`src/verilog/stw_pkg.sv`:
```
// stw_pkg: register offsets, field positions, reset values and divide codes
// for the timing and window register group of the sensor control bank.
// assumes: 8-bit register addresses and 8-bit register data.
`default_nettype none
package stw_pkg;
  ////////////////////////////////////////////////////////////////////////////
  // bank select
  localparam logic [7:0] STW_OFF_BANK_SEL = 8'hFF;
  localparam logic [7:0] STW_BANK_DEVICE = 8'h01;
  localparam logic [7:0] STW_RST_BANK_SEL = 8'h00;
  ////////////////////////////////////////////////////////////////////////////
  // register offsets
  localparam logic [7:0] STW_OFF_HSYNC_END_LOW = 8'h31;
  localparam logic [7:0] STW_OFF_PCLK_HWIN_LOW = 8'h32;
  localparam logic [7:0] STW_OFF_ZOOM_HCTRL = 8'h34;
  localparam logic [7:0] STW_OFF_GAIN_EXP_HIGH = 8'h45;
  localparam logic [7:0] STW_OFF_FLEN_PAD_LOW = 8'h46;
  localparam logic [7:0] STW_OFF_FLEN_PAD_HIGH = 8'h47;
  localparam logic [7:0] STW_OFF_ZOOM_VST_LOW = 8'h48;
  localparam logic [7:0] STW_OFF_ZOOM_VST_HIGH = 8'h49;
  localparam logic [7:0] STW_OFF_FLASH_CTRL = 8'h4B;
  localparam logic [7:0] STW_OFF_BAND_STEP_HIGH = 8'h4E;
  localparam logic [7:0] STW_OFF_BAND_50_LOW = 8'h4F;
  localparam logic [7:0] STW_OFF_BAND_60_LOW = 8'h50;
  ////////////////////////////////////////////////////////////////////////////
  // reset values
  localparam logic [7:0] STW_RST_HSYNC_END_LOW = 8'h30;
  localparam logic [7:0] STW_RST_PCLK_HWIN_LOW = 8'h36;
  localparam logic [7:0] STW_RST_ZOOM_HCTRL = 8'h20;
  localparam logic [7:0] STW_RST_GAIN_EXP_HIGH = 8'h00;
  localparam logic [7:0] STW_RST_FLEN_PAD_LOW = 8'h00;
  localparam logic [7:0] STW_RST_FLEN_PAD_HIGH = 8'h00;
  localparam logic [7:0] STW_RST_ZOOM_VST_LOW = 8'h00;
  localparam logic [7:0] STW_RST_ZOOM_VST_HIGH = 8'h00;
  localparam logic [7:0] STW_RST_FLASH_CTRL = 8'h20;
  localparam logic [7:0] STW_RST_BAND_STEP_HIGH = 8'h00;
  localparam logic [7:0] STW_RST_BAND_50_LOW = 8'hCA;
  localparam logic [7:0] STW_RST_BAND_60_LOW = 8'hA8;
  ////////////////////////////////////////////////////////////////////////////
  // field positions
  localparam int STW_PCLK_DIV_MSB = 7;
  localparam int STW_PCLK_DIV_LSB = 6;
  localparam int STW_HWIN_END_MSB = 5;
  localparam int STW_HWIN_END_LSB = 3;
  localparam int STW_HWIN_START_MSB = 2;
  localparam int STW_HWIN_START_LSB = 0;
  localparam int STW_ZOOM_HSTART_BIT = 2;
  localparam int STW_GAIN_HIGH_MSB = 7;
  localparam int STW_GAIN_HIGH_LSB = 6;
  localparam int STW_EXP_HIGH_MSB = 5;
  localparam int STW_EXP_HIGH_LSB = 0;
  localparam int STW_ZOOM_VST_LOW_MSB = 1;
  localparam int STW_ZOOM_VST_LOW_LSB = 0;
  localparam int STW_BAND_50_MSB = 7;
  localparam int STW_BAND_50_LSB = 6;
  localparam int STW_BAND_60_MSB = 5;
  localparam int STW_BAND_60_LSB = 4;
  localparam int STW_HSYNC_EXT_MSB = 3;
  localparam int STW_HSYNC_EXT_LSB = 2;
  ////////////////////////////////////////////////////////////////////////////
  // pixel clock divide codes and unit scales
  typedef enum logic [1:0] {
    STW_DIV_NONE_A = 2'h0,
    STW_DIV_NONE_B = 2'h1,
    STW_DIV_BY_2 = 2'h2,
    STW_DIV_BY_4 = 2'h3
  } stw_div_t;
  localparam int STW_PIX_PER_UNIT = 2;
  localparam int STW_LINES_PER_HIGH = 256;
endpackage
`default_nettype wire

```
`src/verilog/stw_regs.sv`:
```
// stw_regs: timing and window register group of the sensor control bank,
// with the bank select register and the derived timing values.
// assumes: a serial control front end hands over decoded byte accesses
// (address, data, one-cycle write and read strobes) on clk_i; the window
// high bytes and the sync extension bits arrive from other registers on clk_i.
`default_nettype none

// Behaviour
// - group answers only while bank select at 0xFF holds 01
// - sync end is 8 low bits plus 2 high bits, 2 pixels per unit
// - pixel clock divide bits 7:6: 00/01 none, 10 by two, 11 by four
// - bits 5:3 give three low bits of horizontal window end
// - bits 2:0 give three low bits of horizontal window start
// - bit 2 of zoom control is zoom horizontal start; rest reserved
// - extension bits 7:6 are gain 9:8, bits 5:0 exposure 15:10
// - each low pad count adds one line time to the frame
// - each high pad count adds 256 line times to the frame
// - zoom vertical start is 8 high bits above 2 low bits
// - flash control is a full 8-bit field
// - 50 Hz banding step is bits 7:6 high above 8-bit low register
// - 60 Hz banding step is bits 5:4 high above 8-bit low register
// - each unit of 11-bit window start and end is two pixels
// - sync extension bits 3:2 are the top bits of sync end
module stw_regs
  import stw_pkg::*;
#(
  parameter int FLEN_W = 16
) (
  // clock and reset
  input wire logic clk_i,
  input wire logic rst_b_i,
  // register access
  input wire logic [7:0] reg_addr_i,
  input wire logic [7:0] reg_wdata_i,
  input wire logic reg_wr_i,
  input wire logic reg_rd_i,
  output logic [7:0] reg_rdata_o,
  output logic reg_hit_o,
  // parts held in other registers
  input wire logic [7:0] hwindow_start_high_i,
  input wire logic [7:0] hwindow_end_high_i,
  input wire logic [7:0] line_and_sync_extension_i,
  // derived timing values
  output logic [10:0] hsync_end_pix_o,
  output logic [11:0] hwindow_start_pix_o,
  output logic [11:0] hwindow_end_pix_o,
  output logic pclk_en_o,
  output logic zoom_hstart_o,
  output logic [1:0] gain_high_o,
  output logic [5:0] exposure_high_o,
  output logic [FLEN_W-1:0] frame_pad_lines_o,
  output logic [9:0] zoom_vstart_o,
  output logic [7:0] flash_ctrl_o,
  output logic [9:0] band_50_step_o,
  output logic [9:0] band_60_step_o
);

  ////////////////////////////////////////////////////////////////////////////
  // pending-part tracking: set by a write wins over the clear on commit
  function automatic logic [1:0] pend_next(input logic [1:0] cur, input logic commit,
                                           input logic wr_lo, input logic wr_hi);
    logic [1:0] base;
    base = commit ? 2'h0 : cur;
    pend_next = base | {wr_hi, wr_lo};
  endfunction

  ////////////////////////////////////////////////////////////////////////////
  // decode
  logic [7:0] bank_sel_q;
  logic bank_on;
  logic in_group;
  logic [7:0] rd_mux;

  logic [7:0] hsync_end_low_q;
  logic [7:0] pixel_clock_and_hwindow_low_q;
  logic [7:0] zoom_horizontal_control_q;
  logic [7:0] gain_exposure_high_bits_q;
  logic [7:0] frame_length_pad_low_q;
  logic [7:0] frame_length_pad_high_q;
  logic [7:0] zoom_vstart_low_q;
  logic [7:0] zoom_vstart_high_q;
  logic [7:0] flash_control_q;
  logic [7:0] banding_step_high_q;
  logic [7:0] banding_50hz_low_q;
  logic [7:0] banding_60hz_low_q;

  assign bank_on = (bank_sel_q == STW_BANK_DEVICE);

  always_comb begin
    in_group = 1'b1;
    rd_mux = 8'h00;
    case (reg_addr_i)
      STW_OFF_HSYNC_END_LOW: rd_mux = hsync_end_low_q;
      STW_OFF_PCLK_HWIN_LOW: rd_mux = pixel_clock_and_hwindow_low_q;
      STW_OFF_ZOOM_HCTRL: rd_mux = zoom_horizontal_control_q;
      STW_OFF_GAIN_EXP_HIGH: rd_mux = gain_exposure_high_bits_q;
      STW_OFF_FLEN_PAD_LOW: rd_mux = frame_length_pad_low_q;
      STW_OFF_FLEN_PAD_HIGH: rd_mux = frame_length_pad_high_q;
      STW_OFF_ZOOM_VST_LOW: rd_mux = zoom_vstart_low_q;
      STW_OFF_ZOOM_VST_HIGH: rd_mux = zoom_vstart_high_q;
      STW_OFF_FLASH_CTRL: rd_mux = flash_control_q;
      STW_OFF_BAND_STEP_HIGH: rd_mux = banding_step_high_q;
      STW_OFF_BAND_50_LOW: rd_mux = banding_50hz_low_q;
      STW_OFF_BAND_60_LOW: rd_mux = banding_60hz_low_q;
      default: in_group = 1'b0;
    endcase
  end

  logic wr_bank;
  logic wr_grp;
  assign wr_bank = reg_wr_i && (reg_addr_i == STW_OFF_BANK_SEL);
  assign wr_grp = reg_wr_i && bank_on && in_group;

  function automatic logic hit_wr(input logic grp, input logic [7:0] a, input logic [7:0] off);
    hit_wr = grp && (a == off);
  endfunction

  ////////////////////////////////////////////////////////////////////////////
  // bank select
  always_ff @(posedge clk_i) begin
    if (!rst_b_i) begin
      bank_sel_q <= STW_RST_BANK_SEL;
    end else if (wr_bank) begin
      bank_sel_q <= reg_wdata_i;
    end
  end

  ////////////////////////////////////////////////////////////////////////////
  // register storage
  always_ff @(posedge clk_i) begin
    if (!rst_b_i) begin
      hsync_end_low_q <= STW_RST_HSYNC_END_LOW;
      pixel_clock_and_hwindow_low_q <= STW_RST_PCLK_HWIN_LOW;
      zoom_horizontal_control_q <= STW_RST_ZOOM_HCTRL;
      gain_exposure_high_bits_q <= STW_RST_GAIN_EXP_HIGH;
      frame_length_pad_low_q <= STW_RST_FLEN_PAD_LOW;
      frame_length_pad_high_q <= STW_RST_FLEN_PAD_HIGH;
      zoom_vstart_low_q <= STW_RST_ZOOM_VST_LOW;
      zoom_vstart_high_q <= STW_RST_ZOOM_VST_HIGH;
      flash_control_q <= STW_RST_FLASH_CTRL;
      banding_step_high_q <= STW_RST_BAND_STEP_HIGH;
      banding_50hz_low_q <= STW_RST_BAND_50_LOW;
      banding_60hz_low_q <= STW_RST_BAND_60_LOW;
    end else if (wr_grp) begin
      case (reg_addr_i)
        STW_OFF_HSYNC_END_LOW: hsync_end_low_q <= reg_wdata_i;
        STW_OFF_PCLK_HWIN_LOW: pixel_clock_and_hwindow_low_q <= reg_wdata_i;
        STW_OFF_ZOOM_HCTRL: zoom_horizontal_control_q <= reg_wdata_i;
        STW_OFF_GAIN_EXP_HIGH: gain_exposure_high_bits_q <= reg_wdata_i;
        STW_OFF_FLEN_PAD_LOW: frame_length_pad_low_q <= reg_wdata_i;
        STW_OFF_FLEN_PAD_HIGH: frame_length_pad_high_q <= reg_wdata_i;
        STW_OFF_ZOOM_VST_LOW: zoom_vstart_low_q <= reg_wdata_i;
        STW_OFF_ZOOM_VST_HIGH: zoom_vstart_high_q <= reg_wdata_i;
        STW_OFF_FLASH_CTRL: flash_control_q <= reg_wdata_i;
        STW_OFF_BAND_STEP_HIGH: banding_step_high_q <= reg_wdata_i;
        STW_OFF_BAND_50_LOW: banding_50hz_low_q <= reg_wdata_i;
        STW_OFF_BAND_60_LOW: banding_60hz_low_q <= reg_wdata_i;
        default: hsync_end_low_q <= hsync_end_low_q;
      endcase
    end
  end

  ////////////////////////////////////////////////////////////////////////////
  // read answer
  always_ff @(posedge clk_i) begin
    if (!rst_b_i) begin
      reg_rdata_o <= 8'h00;
      reg_hit_o <= 1'b0;
    end else if (reg_rd_i) begin
      if (reg_addr_i == STW_OFF_BANK_SEL) begin
        reg_rdata_o <= bank_sel_q;
        reg_hit_o <= 1'b1;
      end else begin
        reg_rdata_o <= (bank_on && in_group) ? rd_mux : 8'h00;
        reg_hit_o <= bank_on && in_group;
      end
    end else begin
      reg_hit_o <= 1'b0;
    end
  end

  ////////////////////////////////////////////////////////////////////////////
  // split fields inside the group: commit once both parts written
  logic [1:0] flen_pend_q;
  logic [1:0] zvst_pend_q;
  logic [1:0] band50_pend_q;
  logic [1:0] band60_pend_q;
  logic flen_commit;
  logic zvst_commit;
  logic band50_commit;
  logic band60_commit;
  logic wr_band_high;

  assign flen_commit = (flen_pend_q == 2'h3);
  assign zvst_commit = (zvst_pend_q == 2'h3);
  assign band50_commit = (band50_pend_q == 2'h3);
  assign band60_commit = (band60_pend_q == 2'h3);
  assign wr_band_high = hit_wr(wr_grp, reg_addr_i, STW_OFF_BAND_STEP_HIGH);

  always_ff @(posedge clk_i) begin
    if (!rst_b_i) begin
      flen_pend_q <= 2'h0;
      zvst_pend_q <= 2'h0;
      band50_pend_q <= 2'h0;
      band60_pend_q <= 2'h0;
    end else begin
      flen_pend_q <= pend_next(flen_pend_q, flen_commit, hit_wr(wr_grp, reg_addr_i, STW_OFF_FLEN_PAD_LOW),
                               hit_wr(wr_grp, reg_addr_i, STW_OFF_FLEN_PAD_HIGH));
      zvst_pend_q <= pend_next(zvst_pend_q, zvst_commit, hit_wr(wr_grp, reg_addr_i, STW_OFF_ZOOM_VST_LOW),
                               hit_wr(wr_grp, reg_addr_i, STW_OFF_ZOOM_VST_HIGH));
      band50_pend_q <= pend_next(band50_pend_q, band50_commit, hit_wr(wr_grp, reg_addr_i, STW_OFF_BAND_50_LOW),
                                 wr_band_high);
      band60_pend_q <= pend_next(band60_pend_q, band60_commit, hit_wr(wr_grp, reg_addr_i, STW_OFF_BAND_60_LOW),
                                 wr_band_high);
    end
  end

  logic [FLEN_W-1:0] flen_rst;
  logic [FLEN_W-1:0] flen_now;
  assign flen_rst = FLEN_W'({STW_RST_FLEN_PAD_HIGH, STW_RST_FLEN_PAD_LOW});
  assign flen_now = FLEN_W'(frame_length_pad_high_q) * FLEN_W'(STW_LINES_PER_HIGH)
                  + FLEN_W'(frame_length_pad_low_q);

  always_ff @(posedge clk_i) begin
    if (!rst_b_i) begin
      frame_pad_lines_o <= flen_rst;
    end else if (flen_commit) begin
      frame_pad_lines_o <= flen_now;
    end
  end

  always_ff @(posedge clk_i) begin
    if (!rst_b_i) begin
      zoom_vstart_o <= {STW_RST_ZOOM_VST_HIGH, STW_RST_ZOOM_VST_LOW[STW_ZOOM_VST_LOW_MSB:STW_ZOOM_VST_LOW_LSB]};
    end else if (zvst_commit) begin
      zoom_vstart_o <= {zoom_vstart_high_q,
                        zoom_vstart_low_q[STW_ZOOM_VST_LOW_MSB:STW_ZOOM_VST_LOW_LSB]};
    end
  end

  always_ff @(posedge clk_i) begin
    if (!rst_b_i) begin
      band_50_step_o <= {STW_RST_BAND_STEP_HIGH[STW_BAND_50_MSB:STW_BAND_50_LSB], STW_RST_BAND_50_LOW};
    end else if (band50_commit) begin
      band_50_step_o <= {banding_step_high_q[STW_BAND_50_MSB:STW_BAND_50_LSB], banding_50hz_low_q};
    end
  end

  always_ff @(posedge clk_i) begin
    if (!rst_b_i) begin
      band_60_step_o <= {STW_RST_BAND_STEP_HIGH[STW_BAND_60_MSB:STW_BAND_60_LSB], STW_RST_BAND_60_LOW};
    end else if (band60_commit) begin
      band_60_step_o <= {banding_step_high_q[STW_BAND_60_MSB:STW_BAND_60_LSB], banding_60hz_low_q};
    end
  end

  ////////////////////////////////////////////////////////////////////////////
  // fields combined with parts held elsewhere
  logic [9:0] hsync_end_units;
  logic [10:0] hwin_start_units;
  logic [10:0] hwin_end_units;
  assign hsync_end_units = {line_and_sync_extension_i[STW_HSYNC_EXT_MSB:STW_HSYNC_EXT_LSB],
                            hsync_end_low_q};
  assign hwin_start_units = {hwindow_start_high_i,
                             pixel_clock_and_hwindow_low_q[STW_HWIN_START_MSB:STW_HWIN_START_LSB]};
  assign hwin_end_units = {hwindow_end_high_i,
                           pixel_clock_and_hwindow_low_q[STW_HWIN_END_MSB:STW_HWIN_END_LSB]};

  always_ff @(posedge clk_i) begin
    if (!rst_b_i) begin
      hsync_end_pix_o <= 11'h000;
      hwindow_start_pix_o <= 12'h000;
      hwindow_end_pix_o <= 12'h000;
    end else begin
      hsync_end_pix_o <= 11'(hsync_end_units) * 11'(STW_PIX_PER_UNIT);
      hwindow_start_pix_o <= 12'(hwin_start_units) * 12'(STW_PIX_PER_UNIT);
      hwindow_end_pix_o <= 12'(hwin_end_units) * 12'(STW_PIX_PER_UNIT);
    end
  end

  ////////////////////////////////////////////////////////////////////////////
  // single-bit and direct fields
  always_ff @(posedge clk_i) begin
    if (!rst_b_i) begin
      zoom_hstart_o <= STW_RST_ZOOM_HCTRL[STW_ZOOM_HSTART_BIT];
      gain_high_o <= STW_RST_GAIN_EXP_HIGH[STW_GAIN_HIGH_MSB:STW_GAIN_HIGH_LSB];
      exposure_high_o <= STW_RST_GAIN_EXP_HIGH[STW_EXP_HIGH_MSB:STW_EXP_HIGH_LSB];
      flash_ctrl_o <= STW_RST_FLASH_CTRL;
    end else begin
      zoom_hstart_o <= zoom_horizontal_control_q[STW_ZOOM_HSTART_BIT];
      gain_high_o <= gain_exposure_high_bits_q[STW_GAIN_HIGH_MSB:STW_GAIN_HIGH_LSB];
      exposure_high_o <= gain_exposure_high_bits_q[STW_EXP_HIGH_MSB:STW_EXP_HIGH_LSB];
      flash_ctrl_o <= flash_control_q;
    end
  end

  ////////////////////////////////////////////////////////////////////////////
  // pixel clock divider: one enable pulse per output pixel clock
  stw_div_t div_code;
  logic [1:0] div_cnt_q;
  logic div_hit;
  assign div_code = stw_div_t'(pixel_clock_and_hwindow_low_q[STW_PCLK_DIV_MSB:STW_PCLK_DIV_LSB]);

  always_comb begin
    case (div_code)
      STW_DIV_BY_2: div_hit = (div_cnt_q[0] == 1'b1);
      STW_DIV_BY_4: div_hit = (div_cnt_q == 2'h3);
      default: div_hit = 1'b1;
    endcase
  end

  always_ff @(posedge clk_i) begin
    if (!rst_b_i) begin
      div_cnt_q <= 2'h0;
      pclk_en_o <= 1'b0;
    end else begin
      div_cnt_q <= div_cnt_q + 2'h1;
      pclk_en_o <= div_hit;
    end
  end

endmodule
`default_nettype wire

```
`config.mk`:
```
export PLATFORM = sky130hd
export DESIGN_NAME = stw_regs
export DESIGN_NICKNAME = d
export VERILOG_FILES = /design/src/verilog/stw_pkg.sv /design/src/verilog/stw_regs.sv
export SDC_FILE = /design/constraint.sdc
export NUM_CORES = 1
export LEC_CHECK = 0
export BUFFER_PORTS_ARGS = -buffer_cell sky130_fd_sc_hd__buf_4
export CORE_UTILIZATION = 30
export DETAILED_ROUTE_END_ITERATION = 8
export MAX_ROUTING_LAYER = met4
export PLACE_DENSITY = 0.55
export SLEW_MARGIN = 20
export SYNTH_ARGS = -nofsm -noshare
export SYNTH_HDL_FRONTEND = slang
export SYNTH_SLANG_ARGS = --single-unit
```
`constraint.sdc`:
```
create_clock -name clk_i -period 2.1 [get_ports clk_i]
set_input_delay 0.42 -clock clk_i [delete_from_list [all_inputs] [get_ports clk_i]]
set_output_delay 0.42 -clock clk_i [all_outputs]
set_load 0.1 [all_outputs]
```
Word level (Yosys, flattened, before mapping)
Index checks and enable logic that the tools add are counted.

storage, ports and cells
  register bits = 222
  input port bits = 44
  output and inout port bits = 108

cells by class
  $add $sub $neg = 2
  equal/unequal tests = 21
  multiplexer cells = 10
  bitwise logic cells = 4
  reductions and logical operators = 25

operators by type and width
  kind                                                              count
  8-bit one-hot mux with 12 select lines                            1
  8-bit by 7-bit == test with 1-bit output (second input constant)  9
  2-bit AND reduction                                               13
  8-bit by 6-bit == test with 1-bit output (second input constant)  3
  16-bit by 8-bit adder with 16-bit output                          1
  8-bit 2-to-1 mux                                                  2
  2-bit == test (second input constant)                             7
  12-bit OR reduction                                               1
  1-bit logical AND                                                 11
  8-bit by 1-bit == test with 1-bit output (second input constant)  1
  8-bit == test (second input constant)                             1
  2-bit 2-to-1 mux                                                  4
  2-bit OR                                                          4
  2-bit by 1-bit adder with 2-bit output (second input constant)    1
  1-bit 2-to-1 mux                                                  2
  1-bit one-hot mux with 2 select lines                             1

Longest topological paths before layout
  word-level depth = 6
  mapped depth = 8

Worst setup path before layout
Ideal clock, no wire load.

  path kind = input to register
  start = input reg_addr_i[0]
  end = register banding_60hz_low_q[3]
  library setup time = 0.129 ns
  data arrival time = 1.787 ns
  required time = 1.971 ns
  path slack = 0.184 ns
  stages = 8
  path through = buf_2 -> nor4b_4 -> and3_1 -> clkbuf_1 -> nor2b_1 -> buf_4 -> mux2i_1 -> nand2_1

on the way
  cells in the longest elaborated chain, start to end = 5
  elaborated cells on any way between the ends = 16

ends and longest elaborated chain
  what                                                              RTL line         source
  from (decl)                                                       stw_regs.sv:33   input wire logic [7:0] reg_addr_i,
  8-bit by 7-bit == test with 1-bit output (tied with other cells)  stw_regs.sv:92   case (reg_addr_i)
  12-bit OR reduction (no line)                                     --
  1-bit 2-to-1 mux                                                  stw_regs.sv:92
  1-bit logical AND                                                 stw_regs.sv:112  assign wr_grp = reg_wr_i && bank_on && in_group;
  2-bit AND reduction (no line) *                                   --
  to (signal assigned)                                              stw_regs.sv:157  STW_OFF_BAND_60_LOW: banding_60hz_low_q <= reg_wdata_i;
  to (decl)                                                         stw_regs.sv:85   logic [7:0] banding_60hz_low_q;

Every way passes the cells marked *; elsewhere a longest branch is shown, timed or not.
A chain may end at the register's enable or synchronous reset.

Worst setup path after layout
  start = register bank_sel_q[7]
  end = register frame_length_pad_low_q[7]

on the way
  cells in the longest elaborated chain, start to end = 4

ends and longest elaborated chain
  what                                      RTL line         source
  from (decl)                               stw_regs.sv:69   logic [7:0] bank_sel_q;
  from (signal assigned)                    stw_regs.sv:124  bank_sel_q <= reg_wdata_i;
  8-bit by 1-bit == test with 1-bit output  stw_regs.sv:87   assign bank_on = (bank_sel_q == STW_BANK_DEVICE);
  1-bit logical AND (2 in a row)            stw_regs.sv:112
  2-bit AND reduction (no line)             --
  to (signal assigned)                      stw_regs.sv:150  STW_OFF_FLEN_PAD_LOW: frame_length_pad_low_q <= reg_wdata_i;
  to (decl)                                 stw_regs.sv:78   logic [7:0] frame_length_pad_low_q;

Every way passes these cells.

==> run_results.csv <==
group,metric,value,unit
sta,tightest_slew,0.5328,ns
routing,drc,0,
sta,setup_tns,0,ns
power,pwr-share-comb,8.0,%
power,p_sw,2.193,mW
logic_synthesis,async_flop_share,0,%
clocking,cts-buffers-inserted,25,
floorplan,die-area,30750,µm²
sta,setup_viol,0,
placed_design,dp_hpwl,19310,µm
logic_synthesis,netlist_area,9017,µm²
power,p_sw_share,24.49,%
global_route,grt_usage,17.96,%
floorplan,fp.dieH,175.4,µm
finish,drive_gt1_share,24.30,%
placed_design,gp_congestion,0.9406,
routing,drt_iter0_markers,415,
routing,highest_layer,"met4",
floorplan,fp.dieW,175.4,µm
status,outcome,"finished, final reports clean",
placed_design,numPortBuffers,142,
min_path,hold_class,"in -> reg",
global_route,grt_pass1_vias,7109,
sta,hold_viol_final,0,
routing,route.met3.wl,1070,µm
logic_synthesis,synthFlopType,"dfxtp_1",
placed_design,dp_cells,1485,
clocking,clockBufferDepth,3,
clocking,cts_tree,"yes",
logic_synthesis,syn_avg_cell_area,9.462,µm²
power,pwr-share-clk,45.1,%
sta,final_max_slew_viol_count,0,
global_route,grt_max_degree,55,
sta,layout_setup_ws,0.1959,ns
global_route,antenna_found_initial,0,
clocking,cts.sinks,219,
clocking,clk_latency,0.53,ns
sta,whs,0.09739,ns
power,power_frac_seq,46.9,%
setup_path,crit_arrival,2.32,ns
sta,fin_crit_sh,90.67,%
setup_path,reg2reg_slack,0.20,ns
routing,routed_wirelength,27050,µm
logic_synthesis,synth_warnings,0,
clocking,htreeDepth,1,
routing,detail-route-antenna-nets,0,
sta,clock.fmax,525.2,MHz
floorplan,start_util,30.42,%
power,p_per_area,768.6,nW/µm²
power,p_leak,4.338,nW
clocking,ctsResizeCount,0,
routing,vias,7257,
logic_synthesis,synth_seq_area_share,48.62,%
routing,wl_per_cell,17.68,µm
finish,nNetsFinal,1167,
routing,viasPerCell,4.743,
clocking,post-cts-setup-buffers,0,
setup_path,startpoint_type,"register",
floorplan,num_rows,63,
routing,met2_length,12690,µm
floorplan,ioPinCount,152,
clocking,clkTransAtPathRegs,0.06,ns
logic_synthesis,synthesis.instances,953,
setup_path,path_class,"reg -> reg",
floorplan,core_region_area,29640,µm²
sta,rsz0062_at_grt,"false",
logic_synthesis,synth-edff-count,0,
power,vdd_ir_drop_max,0.4507,mV
global_route,grt-ovfl-total,0,
power,intPower,6.760,mW
job,cap_violations,0,
global_route,grt_pass1_wl,41610,µm
routing,wl_met1,12550,µm
sta,slew_headroom,64.35,%
setup_path,setup.worst_path.end_class,"register",
routing,drt_first_pass_iters,5,
clocking,hold_buffers,0,
finish,n_antenna_cell,0,
placed_design,post-place-ws,-0.05183,ns
finish,final_cells,1530,
sta,final.min_clock_period,1.904,ns
clocking,cts_root_buf,"clkbuf_16",
sta,fin_skew,0.008488,ns
setup_path,worstPathRequired,2.51,ns
setup_path,critPathMaxFanout,9,
logic_synthesis,ys_seq_elements,219,
logic_synthesis,synthDistinctLibCells,56,
finish,area_growth,29.18,%
placed cells by master, fill, tap and decap left out, types with 4 or more instances in the layout:
master,instances
and3_1,7
nand3_1,26
and3b_1,4
o21a_1,10
dfxtp_1,219
clkbuf_1,11
mux2i_1,76
and2_1,57
inv_1,8
nand4_1,10
buf_4,208
clkbuf_16,25
o22ai_1,8
mux2_2,11
a22oi_1,20
buf_12,7
nor2b_1,78
a21boi_0,73
nor2_1,7
nand2_1,153
o2111ai_1,4
clkbuf_8,4
o21ai_0,42
synth_stat cells (all sizes together) (5+ instances only):
cell | count | share of area (%)
nor4b | 5 | 1.0
and3 | 7 | 0.49
nand4 | 10 | 0.69
clkbuf | 44 | 1.8
a22oi | 20 | 1.7
o21a | 10 | 0.83
and2 | 57 | 4.0
o22ai | 8 | 0.56
mux2 | 11 | 1.4
dfxtp | 219 | 49
buf | 31 | 1.8
nand2 | 153 | 6.4
a21boi | 73 | 6.1
nand3 | 28 | 1.7
inv | 8 | 0.33
o21ai | 42 | 2.3
nor2b | 78 | 5.4
mux2i | 76 | 8.4
nor2 | 11 | 0.68
power groups by stage:
stage          clock network, mW  logic (mW)  registers (mW)
6_report                    4.04       0.713            4.20
5_1_grt                     4.35       0.746            4.20
4_1_cts                     4.20       0.716            4.20
3_5_place_dp                   0       0.715            4.29
3_3_place_gp                   0       0.713            4.29
2_1_floorplan                  0       0.245            4.50
final cells by class:
type	count	area (µm²)
Clock inverter	5	31.28
Clock buffer	40	721.9
Sequential cell	219	4384
Inverter	8	30.03
Tap cell	390	488.0
Timing Repair Buffer	215	1702
Multi-Input combinational cell	653	4292
Fill cell	3040	17990
flip-flops by register name, indices dropped and copies added (netlist names), 10 cells and up:
name	cells
band_60_step_o	10
frame_pad_lines_o	16
zoom_vstart_o	10
hwindow_start_pix_o	11
hsync_end_pix_o	10
hwindow_end_pix_o	11
band_50_step_o	10
final timing paths:
check	start	endpoint	cells after the start
worst max-delay path	bank_sel_q[7]$_SDFFE_PN0P_	frame_length_pad_low_q[7]$_SDFFE_PN0P_	6
worst min-delay path	hwindow_end_high_i[7]	hwindow_end_pix_o[11]$_SDFF_PN0_	2
worst max register to register	bank_sel_q[7]$_SDFFE_PN0P_	frame_length_pad_low_q[7]$_SDFFE_PN0P_	6
worst min register to register	div_cnt_q[0]$_SDFF_PN0_	div_cnt_q[0]$_SDFF_PN0_	1
worst max-delay path, cell delays in order, from the launching register on:
cell and delay, ns:
dfxtp_1 0.37, nor4b_4 0.40, nand3_4 0.19, nor3_1 0.30, buf_4 0.27, mux2i_1 0.21, nor2b_1 0.06
through the flow:
stage | instance area (µm²) | power, mW | util [%]
2_1_floorplan | 9025 | 4.746 | -
3_3_place_gp | 10880 | 5.004 | 36.72
3_5_place_dp | 10880 | 5.006 | 36.72
4_1_cts | 11640 | 9.119 | 39.26
5_1_grt | 11650 | 9.293 | 39.30
6_report | 11650 | 8.953 | 39.30
routing by layer:
| metal | global-route usage (%) | vias up |
|---|---|---|
| met2 | 29.22 | 165 |
| met5 | - | - |
| met3 | 2.078 | 46 |
| met1 | 23.24 | 3422 |
| met4 | 5.688 | 0 |
| li1 | - | 3624 |
logic make-up after synthesis:
family                   count (synthesis)  share of synthesized area (%)
AO/OA/AOI/OAI                          185                          14.40
multiplexers                            87                          9.810
AND/OR/NAND/NOR                        377                          22.98
adder cells (fa/ha/maj)                  1                         0.1387
buffers and inverters                   83                          4.010
flip-flops                             219                          48.62
other                                    1                        0.04159
(Power assumes the default switching activity.)
